--- config.mk ---
export PLATFORM = sky130hd
export DESIGN_NAME = address_decode_wait_states
export DESIGN_NICKNAME = d
export VERILOG_FILES = /design/src/include/addr_decode_pkg.sv /design/src/verilog/address_decode_wait_states.sv /design/src/verilog/dram_parity.sv /design/src/verilog/wait_down_counter.sv
export SDC_FILE = /design/constraint.sdc
export NUM_CORES = 1
export LEC_CHECK = 0
export BUFFER_PORTS_ARGS = -buffer_cell sky130_fd_sc_hd__buf_4
export CORE_ASPECT_RATIO = 0.9
export CORE_MARGIN = 2
export CORE_UTILIZATION = 48
export DETAILED_ROUTE_END_ITERATION = 8
export GPL_TIMING_DRIVEN = 0
export PLACE_DENSITY = 0.87
export SYNTH_ARGS = -nofsm -noshare
export SYNTH_HDL_FRONTEND = slang
export SYNTH_SLANG_ARGS = --single-unit
--- constraint.sdc ---
create_clock -name i_core_clk -period 2.6 [get_ports i_core_clk]
set_clock_uncertainty 0.1 [all_clocks]
set_input_delay 0 -clock i_core_clk [delete_from_list [all_inputs] [get_ports i_core_clk]]
set_output_delay 0 -clock i_core_clk [all_outputs]
set_load 0.005 [all_outputs]
--- src/include/addr_decode_pkg.sv ---
// Shared constants for the board address decoder and wait-state logic.
package addr_decode_pkg;

    localparam int ADDR_W = 20;
    localparam int CODE_W = 5;
    localparam int IO_DEV_N = 16;
    localparam int MEM_DEV_N = 6;
    localparam int DRAM_BANK_N = 4;
    localparam int WAIT_W = 3;
    localparam int IO_WAIT_MAX = 6;
    localparam int MEM_WAIT_MAX = 1;

    // Memory map in kilobyte units, the ROM area in 32 kilobyte units, taken from the upper address lines.
    localparam logic [9:0] DRAM_LIMIT_SMALL_KB = 10'h080;
    localparam logic [9:0] DRAM_LIMIT_BIG_KB = 10'h100;
    localparam logic [4:0] ROM_AREA_KB32 = 5'h1f;
    localparam logic [4:0] ROM_MIN_KB = 5'h02;

    // On-board I/O devices sit in one block of the I/O address lines, four ports each.
    localparam logic [3:0] IO_BLOCK_HI = 4'h0;
    localparam logic [3:0] IO_VECTOR_SEL_IDX = 4'hf;

    // Two-bit wait field per I/O device, device n in bits [2n+1:2n].
    localparam logic [31:0] IO_WAIT_TABLE = 32'he4000000;

    // Wait field codes and the clock counts they stand for.
    localparam logic [WAIT_W-1:0] WAIT_CNT_CODE0 = 3'h0;
    localparam logic [WAIT_W-1:0] WAIT_CNT_CODE1 = 3'h1;
    localparam logic [WAIT_W-1:0] WAIT_CNT_CODE2 = 3'h2;
    localparam logic [WAIT_W-1:0] WAIT_CNT_CODE3 = 3'h6;
    localparam logic [WAIT_W-1:0] MEM_SLOW_WAITS = 3'h1;
    localparam logic [WAIT_W-1:0] MEM_FAST_WAITS = 3'h0;

    // Compressed device codes: bit 4 set marks an I/O device.
    localparam logic [2:0] MEM_CODE_ROM0 = 3'h4;
    localparam logic [2:0] MEM_CODE_ROM1 = 3'h5;
    localparam logic IO_CODE_FLAG = 1'b1;

    // Reset values of the captured link settings.
    localparam logic STRAP_BIG_RST = 1'b0;
    localparam logic [1:0] STRAP_ROM_SIZE_RST = 2'h3;
    localparam logic STRAP_SLOW_EN_RST = 1'b0;
    localparam logic [9:0] STRAP_SLOW_KB_RST = 10'h000;

    typedef enum logic [1:0] {
        OWN_MAIN_CPU = 2'b00,
        OWN_ALT_CPU = 2'b01,
        OWN_DMA = 2'b10,
        OWN_OFFBOARD = 2'b11
    } bus_owner_e;

endpackage

--- src/verilog/address_decode_wait_states.sv ---
// Main-board address decoder with wait-state insertion, DRAM parity and refresh routing.
`timescale 1ns/1ns
`default_nettype none
module address_decode_wait_states (
    // Clock and reset.
    input wire logic i_core_clk,
    input wire logic i_rst_b,
    // Bus cycle from the current owner.
    input wire logic [addr_decode_pkg::ADDR_W-1:0] i_addr,
    input wire logic i_mem_cycle,
    input wire logic i_io_cycle,
    input wire logic i_cycle_start,
    input wire logic i_cycle_active,
    input wire logic i_rd,
    input wire logic i_wr,
    input wire addr_decode_pkg::bus_owner_e i_owner,
    // Link settings from board pins.
    input wire logic i_big_model_link,
    input wire logic [1:0] i_rom0_size_link,
    input wire logic [1:0] i_rom1_size_link,
    input wire logic i_slow_range_en_link,
    input wire logic [9:0] i_slow_range_kb_link,
    // Device selection.
    output logic [addr_decode_pkg::CODE_W-1:0] o_dev_code,
    output logic o_dev_code_valid,
    output logic [addr_decode_pkg::IO_DEV_N-1:0] o_io_sel,
    output logic [addr_decode_pkg::MEM_DEV_N-1:0] o_mem_sel,
    output logic o_option_bus_onboard_io_flag_b,
    // Data transceiver control.
    output logic o_xcvr_en,
    output logic o_xcvr_inbound,
    // Processor ready.
    output logic o_ready,
    // DRAM data and parity.
    input wire logic [7:0] i_dram_wdata,
    input wire logic [8:0] i_dram_rdata,
    input wire logic i_dram_rd_check,
    output logic o_dram_wparity,
    // Non-maskable interrupt.
    input wire logic i_nmi_clear,
    output logic o_nmi,
    // Refresh.
    input wire logic i_dma_refresh_b,
    output logic o_refresh_strobe_b,
    output logic o_option_bus_refresh_strobe_b
);
    import addr_decode_pkg::*;

    localparam int STRAP_W = 16;
    // Sync stages start at the reset settings so no stray value is taken just after reset.
    localparam logic [STRAP_W-1:0] STRAP_RST = {STRAP_BIG_RST, STRAP_ROM_SIZE_RST, STRAP_ROM_SIZE_RST,
                                                STRAP_SLOW_EN_RST, STRAP_SLOW_KB_RST};

    // Link settings pass three flip-flops and are taken once stages two and three agree.
    logic [STRAP_W-1:0] strap_raw;
    logic [STRAP_W-1:0] strap_s1_q;
    logic [STRAP_W-1:0] strap_s2_q;
    logic [STRAP_W-1:0] strap_s3_q;
    logic cfg_big_q;
    logic [1:0] cfg_rom0_size_q;
    logic [1:0] cfg_rom1_size_q;
    logic cfg_slow_en_q;
    logic [9:0] cfg_slow_kb_q;

    assign strap_raw = {i_big_model_link, i_rom0_size_link, i_rom1_size_link,
                        i_slow_range_en_link, i_slow_range_kb_link};

    always_ff @(posedge i_core_clk or negedge i_rst_b) begin
        if (!i_rst_b) begin
            strap_s1_q <= STRAP_RST;
            strap_s2_q <= STRAP_RST;
            strap_s3_q <= STRAP_RST;
        end else begin
            strap_s1_q <= strap_raw;
            strap_s2_q <= strap_s1_q;
            strap_s3_q <= strap_s2_q;
        end
    end

    always_ff @(posedge i_core_clk or negedge i_rst_b) begin
        if (!i_rst_b) begin
            cfg_big_q <= STRAP_BIG_RST;
            cfg_rom0_size_q <= STRAP_ROM_SIZE_RST;
            cfg_rom1_size_q <= STRAP_ROM_SIZE_RST;
            cfg_slow_en_q <= STRAP_SLOW_EN_RST;
            cfg_slow_kb_q <= STRAP_SLOW_KB_RST;
        end else if (strap_s2_q == strap_s3_q) begin
            {cfg_big_q, cfg_rom0_size_q, cfg_rom1_size_q, cfg_slow_en_q, cfg_slow_kb_q} <= strap_s3_q;
        end
    end

    // Memory decode from the kilobyte number on the upper address lines.
    wire [9:0] mem_kb = i_addr[19:10];
    wire [9:0] dram_limit_kb = cfg_big_q ? DRAM_LIMIT_BIG_KB : DRAM_LIMIT_SMALL_KB;
    wire dram_hit = (mem_kb < dram_limit_kb);
    wire [1:0] dram_bank = mem_kb[7:6];
    wire rom_area = (mem_kb[9:5] == ROM_AREA_KB32);
    wire rom_socket1 = !mem_kb[4];
    wire [1:0] rom_size_sel = rom_socket1 ? cfg_rom1_size_q : cfg_rom0_size_q;
    wire [4:0] rom_size_kb = 5'(ROM_MIN_KB << rom_size_sel);
    wire rom_hit = rom_area && ({1'b0, mem_kb[3:0]} < rom_size_kb);
    wire mem_hit = dram_hit || rom_hit;
    wire [2:0] mem_code = dram_hit ? {1'b0, dram_bank} : (rom_socket1 ? MEM_CODE_ROM1 : MEM_CODE_ROM0);
    wire slow_hit = cfg_slow_en_q && (mem_kb == cfg_slow_kb_q);

    // Ordinary memory needs no wait; only the chosen slow range takes one.
    wire [WAIT_W-1:0] mem_waits = slow_hit ? MEM_SLOW_WAITS : MEM_FAST_WAITS;

    // I/O decode from the low address lines; off-board masters are refused.
    wire [3:0] io_idx = i_addr[5:2];
    wire io_block = (i_addr[9:6] == IO_BLOCK_HI);
    wire io_hit = io_block && (i_owner != OWN_OFFBOARD);
    wire [1:0] io_wait_code = IO_WAIT_TABLE[{io_idx, 1'b0} +: 2];

    // The vector select port carries wait code three, which maps to six clocks.
    logic [WAIT_W-1:0] io_waits;
    always_comb begin
        unique case (io_wait_code)
            2'h0: io_waits = WAIT_CNT_CODE0;
            2'h1: io_waits = WAIT_CNT_CODE1;
            2'h2: io_waits = WAIT_CNT_CODE2;
            2'h3: io_waits = WAIT_CNT_CODE3;
        endcase
    end

    wire cycle_io = i_io_cycle && !i_mem_cycle;
    wire cycle_mem = i_mem_cycle && !i_io_cycle;
    wire hit_d = cycle_io ? io_hit : (cycle_mem && mem_hit);
    wire [CODE_W-1:0] code_d = cycle_io ? {IO_CODE_FLAG, io_idx} : {2'b00, mem_code};
    wire [WAIT_W-1:0] waits_d = cycle_io ? (io_hit ? io_waits : WAIT_CNT_CODE0) :
                                (cycle_mem ? mem_waits : WAIT_CNT_CODE0);
    wire offboard_owner = (i_owner == OWN_OFFBOARD);

    // Transceiver faces the option bus whenever the data leaves or enters the board.
    wire xcvr_en_d = offboard_owner ? hit_d : !hit_d;
    wire xcvr_inbound_d = offboard_owner ? i_wr : i_rd;

    // Decode result is caught early in the cycle and held until the cycle ends.
    logic [CODE_W-1:0] code_q;
    logic valid_q;
    logic is_io_q;
    logic xcvr_en_q;
    logic xcvr_inbound_q;

    always_ff @(posedge i_core_clk or negedge i_rst_b) begin
        if (!i_rst_b) begin
            code_q <= '0;
            valid_q <= 1'b0;
            is_io_q <= 1'b0;
            xcvr_en_q <= 1'b0;
            xcvr_inbound_q <= 1'b0;
        end else if (i_cycle_start) begin
            code_q <= code_d;
            valid_q <= hit_d;
            is_io_q <= cycle_io;
            xcvr_en_q <= xcvr_en_d && (cycle_io || cycle_mem);
            xcvr_inbound_q <= xcvr_inbound_d;
        end else if (!i_cycle_active) begin
            valid_q <= 1'b0;
            xcvr_en_q <= 1'b0;
        end
    end

    assign o_dev_code = code_q;
    assign o_dev_code_valid = valid_q;
    assign o_xcvr_en = xcvr_en_q;
    assign o_xcvr_inbound = xcvr_inbound_q;
    assign o_option_bus_onboard_io_flag_b = !(valid_q && is_io_q);

    // Secondary decoders expand the held code into one select per device.
    genvar gi;
    for (gi = 0; gi < IO_DEV_N; gi = gi + 1) begin : g_io_sel
        assign o_io_sel[gi] = valid_q && is_io_q && (code_q[3:0] == 4'(gi));
    end
    for (gi = 0; gi < MEM_DEV_N; gi = gi + 1) begin : g_mem_sel
        assign o_mem_sel[gi] = valid_q && !is_io_q && (code_q[2:0] == 3'(gi));
    end

    // Wait states are counted in processor clocks from the start of the cycle.
    wait_down_counter #(
        .WIDTH(WAIT_W)
    ) u_wait (
        .i_core_clk(i_core_clk),
        .i_rst_b(i_rst_b),
        .i_load(i_cycle_start),
        .i_count(waits_d),
        .o_ready(o_ready)
    );

    // Parity check only counts on reads of an on-board DRAM bank.
    wire dram_read_sel = valid_q && !is_io_q && !code_q[2] && i_rd;

    dram_parity #(
        .DATA_W(8)
    ) u_parity (
        .i_core_clk(i_core_clk),
        .i_rst_b(i_rst_b),
        .i_wdata(i_dram_wdata),
        .o_wparity(o_dram_wparity),
        .i_rd_check(i_dram_rd_check && dram_read_sel),
        .i_rdata(i_dram_rdata),
        .i_nmi_clear(i_nmi_clear),
        .o_nmi(o_nmi)
    );

    // Refresh strobe goes to both memories from one flip-flop each, same edge.
    logic refresh_b_q;
    logic option_refresh_b_q;

    always_ff @(posedge i_core_clk or negedge i_rst_b) begin
        if (!i_rst_b) begin
            refresh_b_q <= 1'b1;
            option_refresh_b_q <= 1'b1;
        end else begin
            refresh_b_q <= i_dma_refresh_b;
            option_refresh_b_q <= i_dma_refresh_b;
        end
    end

    assign o_refresh_strobe_b = refresh_b_q;
    assign o_option_bus_refresh_strobe_b = option_refresh_b_q;

    if (MEM_WAIT_MAX < 1 || IO_WAIT_MAX > (1 << WAIT_W) - 1) begin : g_check
        $error("wait counter too narrow for the largest wait count");
    end

    // The kilobyte and port split assumes a 20-bit bus.
    if (ADDR_W != 20) begin : g_check_addr
        $error("decoder needs a 20-bit address bus");
    end

    // Five code bits: one I/O flag and four device bits.
    if (CODE_W != 5) begin : g_check_code
        $error("decoder needs a 5-bit device code");
    end

    // Four I/O index bits give exactly sixteen selects.
    if (IO_DEV_N != 16) begin : g_check_io_n
        $error("decoder serves exactly sixteen I/O devices");
    end

    // Three memory code bits cover four banks and two sockets.
    if (MEM_DEV_N < 6 || MEM_DEV_N > 8) begin : g_check_mem_n
        $error("memory select count must lie between six and eight");
    end

    // The bank number is taken from two address bits.
    if (DRAM_BANK_N != 4) begin : g_check_banks
        $error("decoder serves exactly four DRAM banks");
    end

    // Four banks of 64K reach no further than 256 kilobytes.
    if (DRAM_LIMIT_BIG_KB > 10'h100 || DRAM_LIMIT_SMALL_KB > DRAM_LIMIT_BIG_KB) begin : g_check_dram
        $error("DRAM limits exceed the four banks");
    end

    // The largest part must fill exactly one 16 kilobyte socket window.
    if (int'(ROM_MIN_KB) * 8 != 16) begin : g_check_rom
        $error("ROM sizes do not fit the socket window");
    end

    // Socket codes sit above the banks and have bit two set, which the parity gate relies on.
    if (int'(MEM_CODE_ROM0) < DRAM_BANK_N || int'(MEM_CODE_ROM1) >= MEM_DEV_N
        || MEM_CODE_ROM0 == MEM_CODE_ROM1) begin : g_check_rom_code
        $error("ROM socket codes clash with the bank codes");
    end

    // Ordinary memory takes no wait and the slow range stays within the memory limit.
    if (MEM_FAST_WAITS != 3'h0 || int'(MEM_SLOW_WAITS) > MEM_WAIT_MAX) begin : g_check_mem_wait
        $error("memory wait counts outside their limits");
    end

    // Wait code three must give the I/O limit, and code two must lie below code three.
    if (int'(WAIT_CNT_CODE3) != IO_WAIT_MAX || WAIT_CNT_CODE2 >= WAIT_CNT_CODE3) begin : g_check_io_wait
        $error("I/O wait codes do not reach the six-clock limit");
    end

    // The vector select port must carry wait code three.
    if (IO_WAIT_TABLE[2 * int'(IO_VECTOR_SEL_IDX) +: 2] != 2'h3) begin : g_check_vector
        $error("vector select port lacks the longest wait");
    end

    // The captured settings vector must hold every link pin.
    if (STRAP_W != $bits({i_big_model_link, i_rom0_size_link, i_rom1_size_link,
                          i_slow_range_en_link, i_slow_range_kb_link})) begin : g_check_strap
        $error("link settings width does not match the link pins");
    end

endmodule
`default_nettype wire

--- src/verilog/dram_parity.sv ---
// Parity generation on DRAM writes and checking on reads, raising the NMI.
`timescale 1ns/1ns
`default_nettype none
module dram_parity #(
    parameter int DATA_W = 8
) (
    // Clock and reset.
    input wire logic i_core_clk,
    input wire logic i_rst_b,
    // Write side.
    input wire logic [DATA_W-1:0] i_wdata,
    output logic o_wparity,
    // Read side.
    input wire logic i_rd_check,
    input wire logic [DATA_W:0] i_rdata,
    // Interrupt.
    input wire logic i_nmi_clear,
    output logic o_nmi
);

    logic nmi_q;
    logic par_err;

    if (DATA_W < 1) begin : g_check
        $error("dram_parity needs DATA_W of at least one");
    end

    // Odd parity: the stored word always holds an odd count of ones.
    assign o_wparity = ~(^i_wdata);
    assign par_err = i_rd_check && !(^i_rdata);
    assign o_nmi = nmi_q;

    // A new error wins over a clear in the same cycle.
    always_ff @(posedge i_core_clk or negedge i_rst_b) begin
        if (!i_rst_b) begin
            nmi_q <= 1'b0;
        end else if (par_err) begin
            nmi_q <= 1'b1;
        end else if (i_nmi_clear) begin
            nmi_q <= 1'b0;
        end
    end

endmodule
`default_nettype wire

--- src/verilog/wait_down_counter.sv ---
// Down counter that holds the processor not-ready for a loaded number of clocks.
`timescale 1ns/1ns
`default_nettype none
module wait_down_counter #(
    parameter int WIDTH = 3
) (
    // Clock and reset.
    input wire logic i_core_clk,
    input wire logic i_rst_b,
    // Load request and count.
    input wire logic i_load,
    input wire logic [WIDTH-1:0] i_count,
    // Processor ready.
    output logic o_ready
);

    logic [WIDTH-1:0] count_q;
    logic [WIDTH-1:0] count_d;

    if (WIDTH < 1) begin : g_check
        $error("wait_down_counter needs WIDTH of at least one");
    end

    // Each clock with a nonzero count is one wait state.
    assign count_d = i_load ? i_count : ((count_q != '0) ? count_q - 1'b1 : count_q);
    assign o_ready = (count_q == '0);

    always_ff @(posedge i_core_clk or negedge i_rst_b) begin
        if (!i_rst_b) begin
            count_q <= '0;
        end else begin
            count_q <= count_d;
        end
    end

endmodule
`default_nettype wire
==> flow_summary.yaml <==
run_status:
  status: "completed"
timing:
  tns_ps: 0
  worst_pin_slew_ps: 907.5
  period_share_pct: 94.37
  fmax_ghz: 0.4076
  hold_viol: 0
  rsz0062_at_grt: "false"
  report.final.slew_viol_count: 0
  setup_viol: 0
  timing.final.crit_period_ps: 2454
  relSlewSlack_pct: 39.50
worst_setup_path:
  crit_arrival_ps: 2610
  critPathLaunchType: "flop"
  cp_cell_sequence: "inv_1, o32a_1, ha_1, o211a_1, a211oi_1, nor4_1, or4_1, o211ai_1"
  path_class: "reg -> reg"
  rrSetupSlack_ps: 150
  critPathCaptureType: "flop"
  slowest_stage: "dfstp_2"
  worstPathRequired_ps: 2760
  cp_max_fo: 4
  slowest_delay_ps: 560
  crit_buf_inv: 1
  crit_family: "compound AO/OA/AOI/OAI gates"
route:
  post_drt_via_cell_ratio: 4.897
  vias: 2483
  totalWireLength_um: 6899
  top_layer: "met4"
  drc_errors: 0
  wl_met1_um: 2930
  wl_per_cell_um: 13.61
  dr.pass1.iters: 4
  ant_nets: 0
  wl_met3_um: 414
  drt_iter0_markers: 92
  wl_met2_um: 3444
final_layout:
  utilization_pct: 70.50
  n_antenna_cell: 0
  nets: 486
  fill_cells: 453
  register_area_um2: 1948
  drive_above_1_share_pct: 36.21
  area_growth_pct: 40.74
  multiInputGateArea_um2: 1267
  fin_area_um2: 4668
grt:
  grt_pass1_vias: 2531
  antenna_found_initial: 0
  grt_max_degree: 78
  grt_pass1_wl_um: 11710
  grt.overflow.total: 0
  track_usage_pct: 19.15
yosys:
  synthFlopType: "dfrtp_1"
  yosys_warnings: 0
  synth.area.top_cells: "dfrtp_1 (45%), dfstp_2 (13%), xnor2_1 (10%)"
  synth_nets: 348
  syn_area_um2: 3317
  async_flop_share_pct: 100.0
  avgSynthCellArea_um2: 12.11
  ys_seq_elements: 77
  synth_edf_count: 0
  synth_top_area_share_pct: 45.27
  netlist_instances: 274
  synth_most_common_cell: "dfrtp_1"
  seq_area_frac_synth_pct: 58.73
  synth_top_area_cell: "dfrtp_1"
  yosysUniqueCellTypes: 42
  yosys-top-cells-count: "dfrtp_1 (60), xnor2_1 (38), nor2_1 (21)"
job:
  maxCapViolCount: 0
die:
  ioPinCount: 102
  dieArea_um2: 7592
  initial_core_util_pct: 50.09
  coreArea_um2: 6621
  die_h_um: 82.86
  rows: 28
  die_w_um: 91.63
power:
  ir_drop_mv: 0.5510
  leakagePower_nw: 2.095
  finalPower_w: 0.002730
  power_density_nw_per_um2: 584.8
placed_design:
  place_area_um2: 4158
  numPortBuffers: 97
  hpwl_um: 4932
  finalWeightedCongestion: 0.7947
clock_tree:
  cts.sinks: 77
  cts.clk_slew.worst_paths_ps: 80
  clock_path_buffers: 2
  htreeDepth: 3
  cts_buffers: 9
  insertion_delay_ps: 340
  cts_tree: "done"
  cts_resized: 0
  root_buffer: "clkbuf_8"
min_path:
  hold_path.class: "in -> reg"
## worst reg2reg max path, cell delays in order, from the launching register on
cell      delay [ps]
dfstp_2          560
inv_1             60
o32a_1           330
ha_1             280
o211a_1          120
a211oi_1         210
nor4_1           110
or4_1            500
o211ai_1         110
## final cells by class
cell class,count,share of cell area (%)
repair buffers,127,22.03
well taps,90,2.412
clock buffers,12,3.350
clock inverters,4,1.153
flip-flops and latches,77,41.73
inverters,14,1.126
plain buffers,9,1.045
multi-input cells,174,27.15
## worst paths after layout
check	from	to	cells past startpoint
hold / removal	i_io_cycle	o_xcvr_en	5
min in group asynchronous	i_rst_b	strap_s1_q[7]	2
setup reg to reg	cfg_rom1_size_q[0]	o_xcvr_en	8
setup / recovery	cfg_rom1_size_q[0]	o_xcvr_en	8
max in group asynchronous	i_rst_b	strap_s1_q[6]	2
hold reg to reg	strap_s1_q[5]	strap_s2_q[5]	0
## repair_timing
item	4_1_cts	5_1_grt
setup endpoints to repair	0	0
buffers inserted	0	0
hold buffers	30	0
hold endpoints to repair	88	0
## cells in the final DEF (no fill, tap or decap), types with 2 or more instances in the layout
cell type      instances
buf_4                 99
dfrtp_1               60
xnor2_1               38
dlygate4sd3_1         30
nor2_1                21
nand2_1               17
dfstp_2               17
inv_1                 14
mux2_2                11
nand4_1               10
nor3_1                 9
clkbuf_8               9
clkbuf_1               8
ha_1                   8
o21ai_0                7
a21oi_1                6
mux2_4                 4
xor2_1                 4
a32oi_1                3
nand2b_1               3
nor4_1                 3
nand3_1                3
nand3b_1               2
or2_2                  2
nor2b_1                2
o32ai_1                2
o211ai_1               2
a31oi_1                2
clkinv_4               2
## logic make-up (layout without fill, tap and decap cells)
logic type / after synthesis / in the layout / synth area share [%]
compound gates: 30 / 30 / 6.187
fa+ha+maj: 8 / 8 / 3.018
mux: 16 / 16 / 5.847
simple gates: 78 / 78 / 12.07
xor+xnor: 42 / 42 / 11.09
flops: 77 / 77 / 58.73
buf+inv: 23 / 166 / 3.055
## through the flow
step	std cells	worst slack (ps)	hold slack, ps
2_1_floorplan	274	318.2	-395.6
3_3_place_gp	461	197.3	7.959
3_5_place_dp	461	176.8	10.31
5_1_grt	507	38.20	25.01
6_report	507	146.4	22.56
4_1_cts	507	143.3	3.799
## sequential cells by signal, summed over array words and instances (netlist names), 2 cells and up
register	count
cfg_rom0_size_q	2
cfg_rom1_size_q	2
cfg_slow_kb_q	10
o_dev_code	5
strap_s1_q	16
strap_s2_q	16
strap_s3_q	16
u_wait.count_q	3
## routing by layer
layer	up-vias	GRT usage [%]
li1	1219	-
met5	-	0
met3	12	5.082
met1	1162	24.00
met4	0	5.923
met2	90	32.42
## power by group
part | switching [W] | internal, W | leakage (nW) | total (W)
registers | 0.0000458 | 0.00128 | 0.917 | 0.00132
logic | 0.000221 | 0.000263 | 1.07 | 0.000484
clock network | 0.000416 | 0.000507 | 0.106 | 0.000923
total | 0.000683 | 0.00205 | 2.10 | 0.00273
Power figures use the tool's default switching activity.
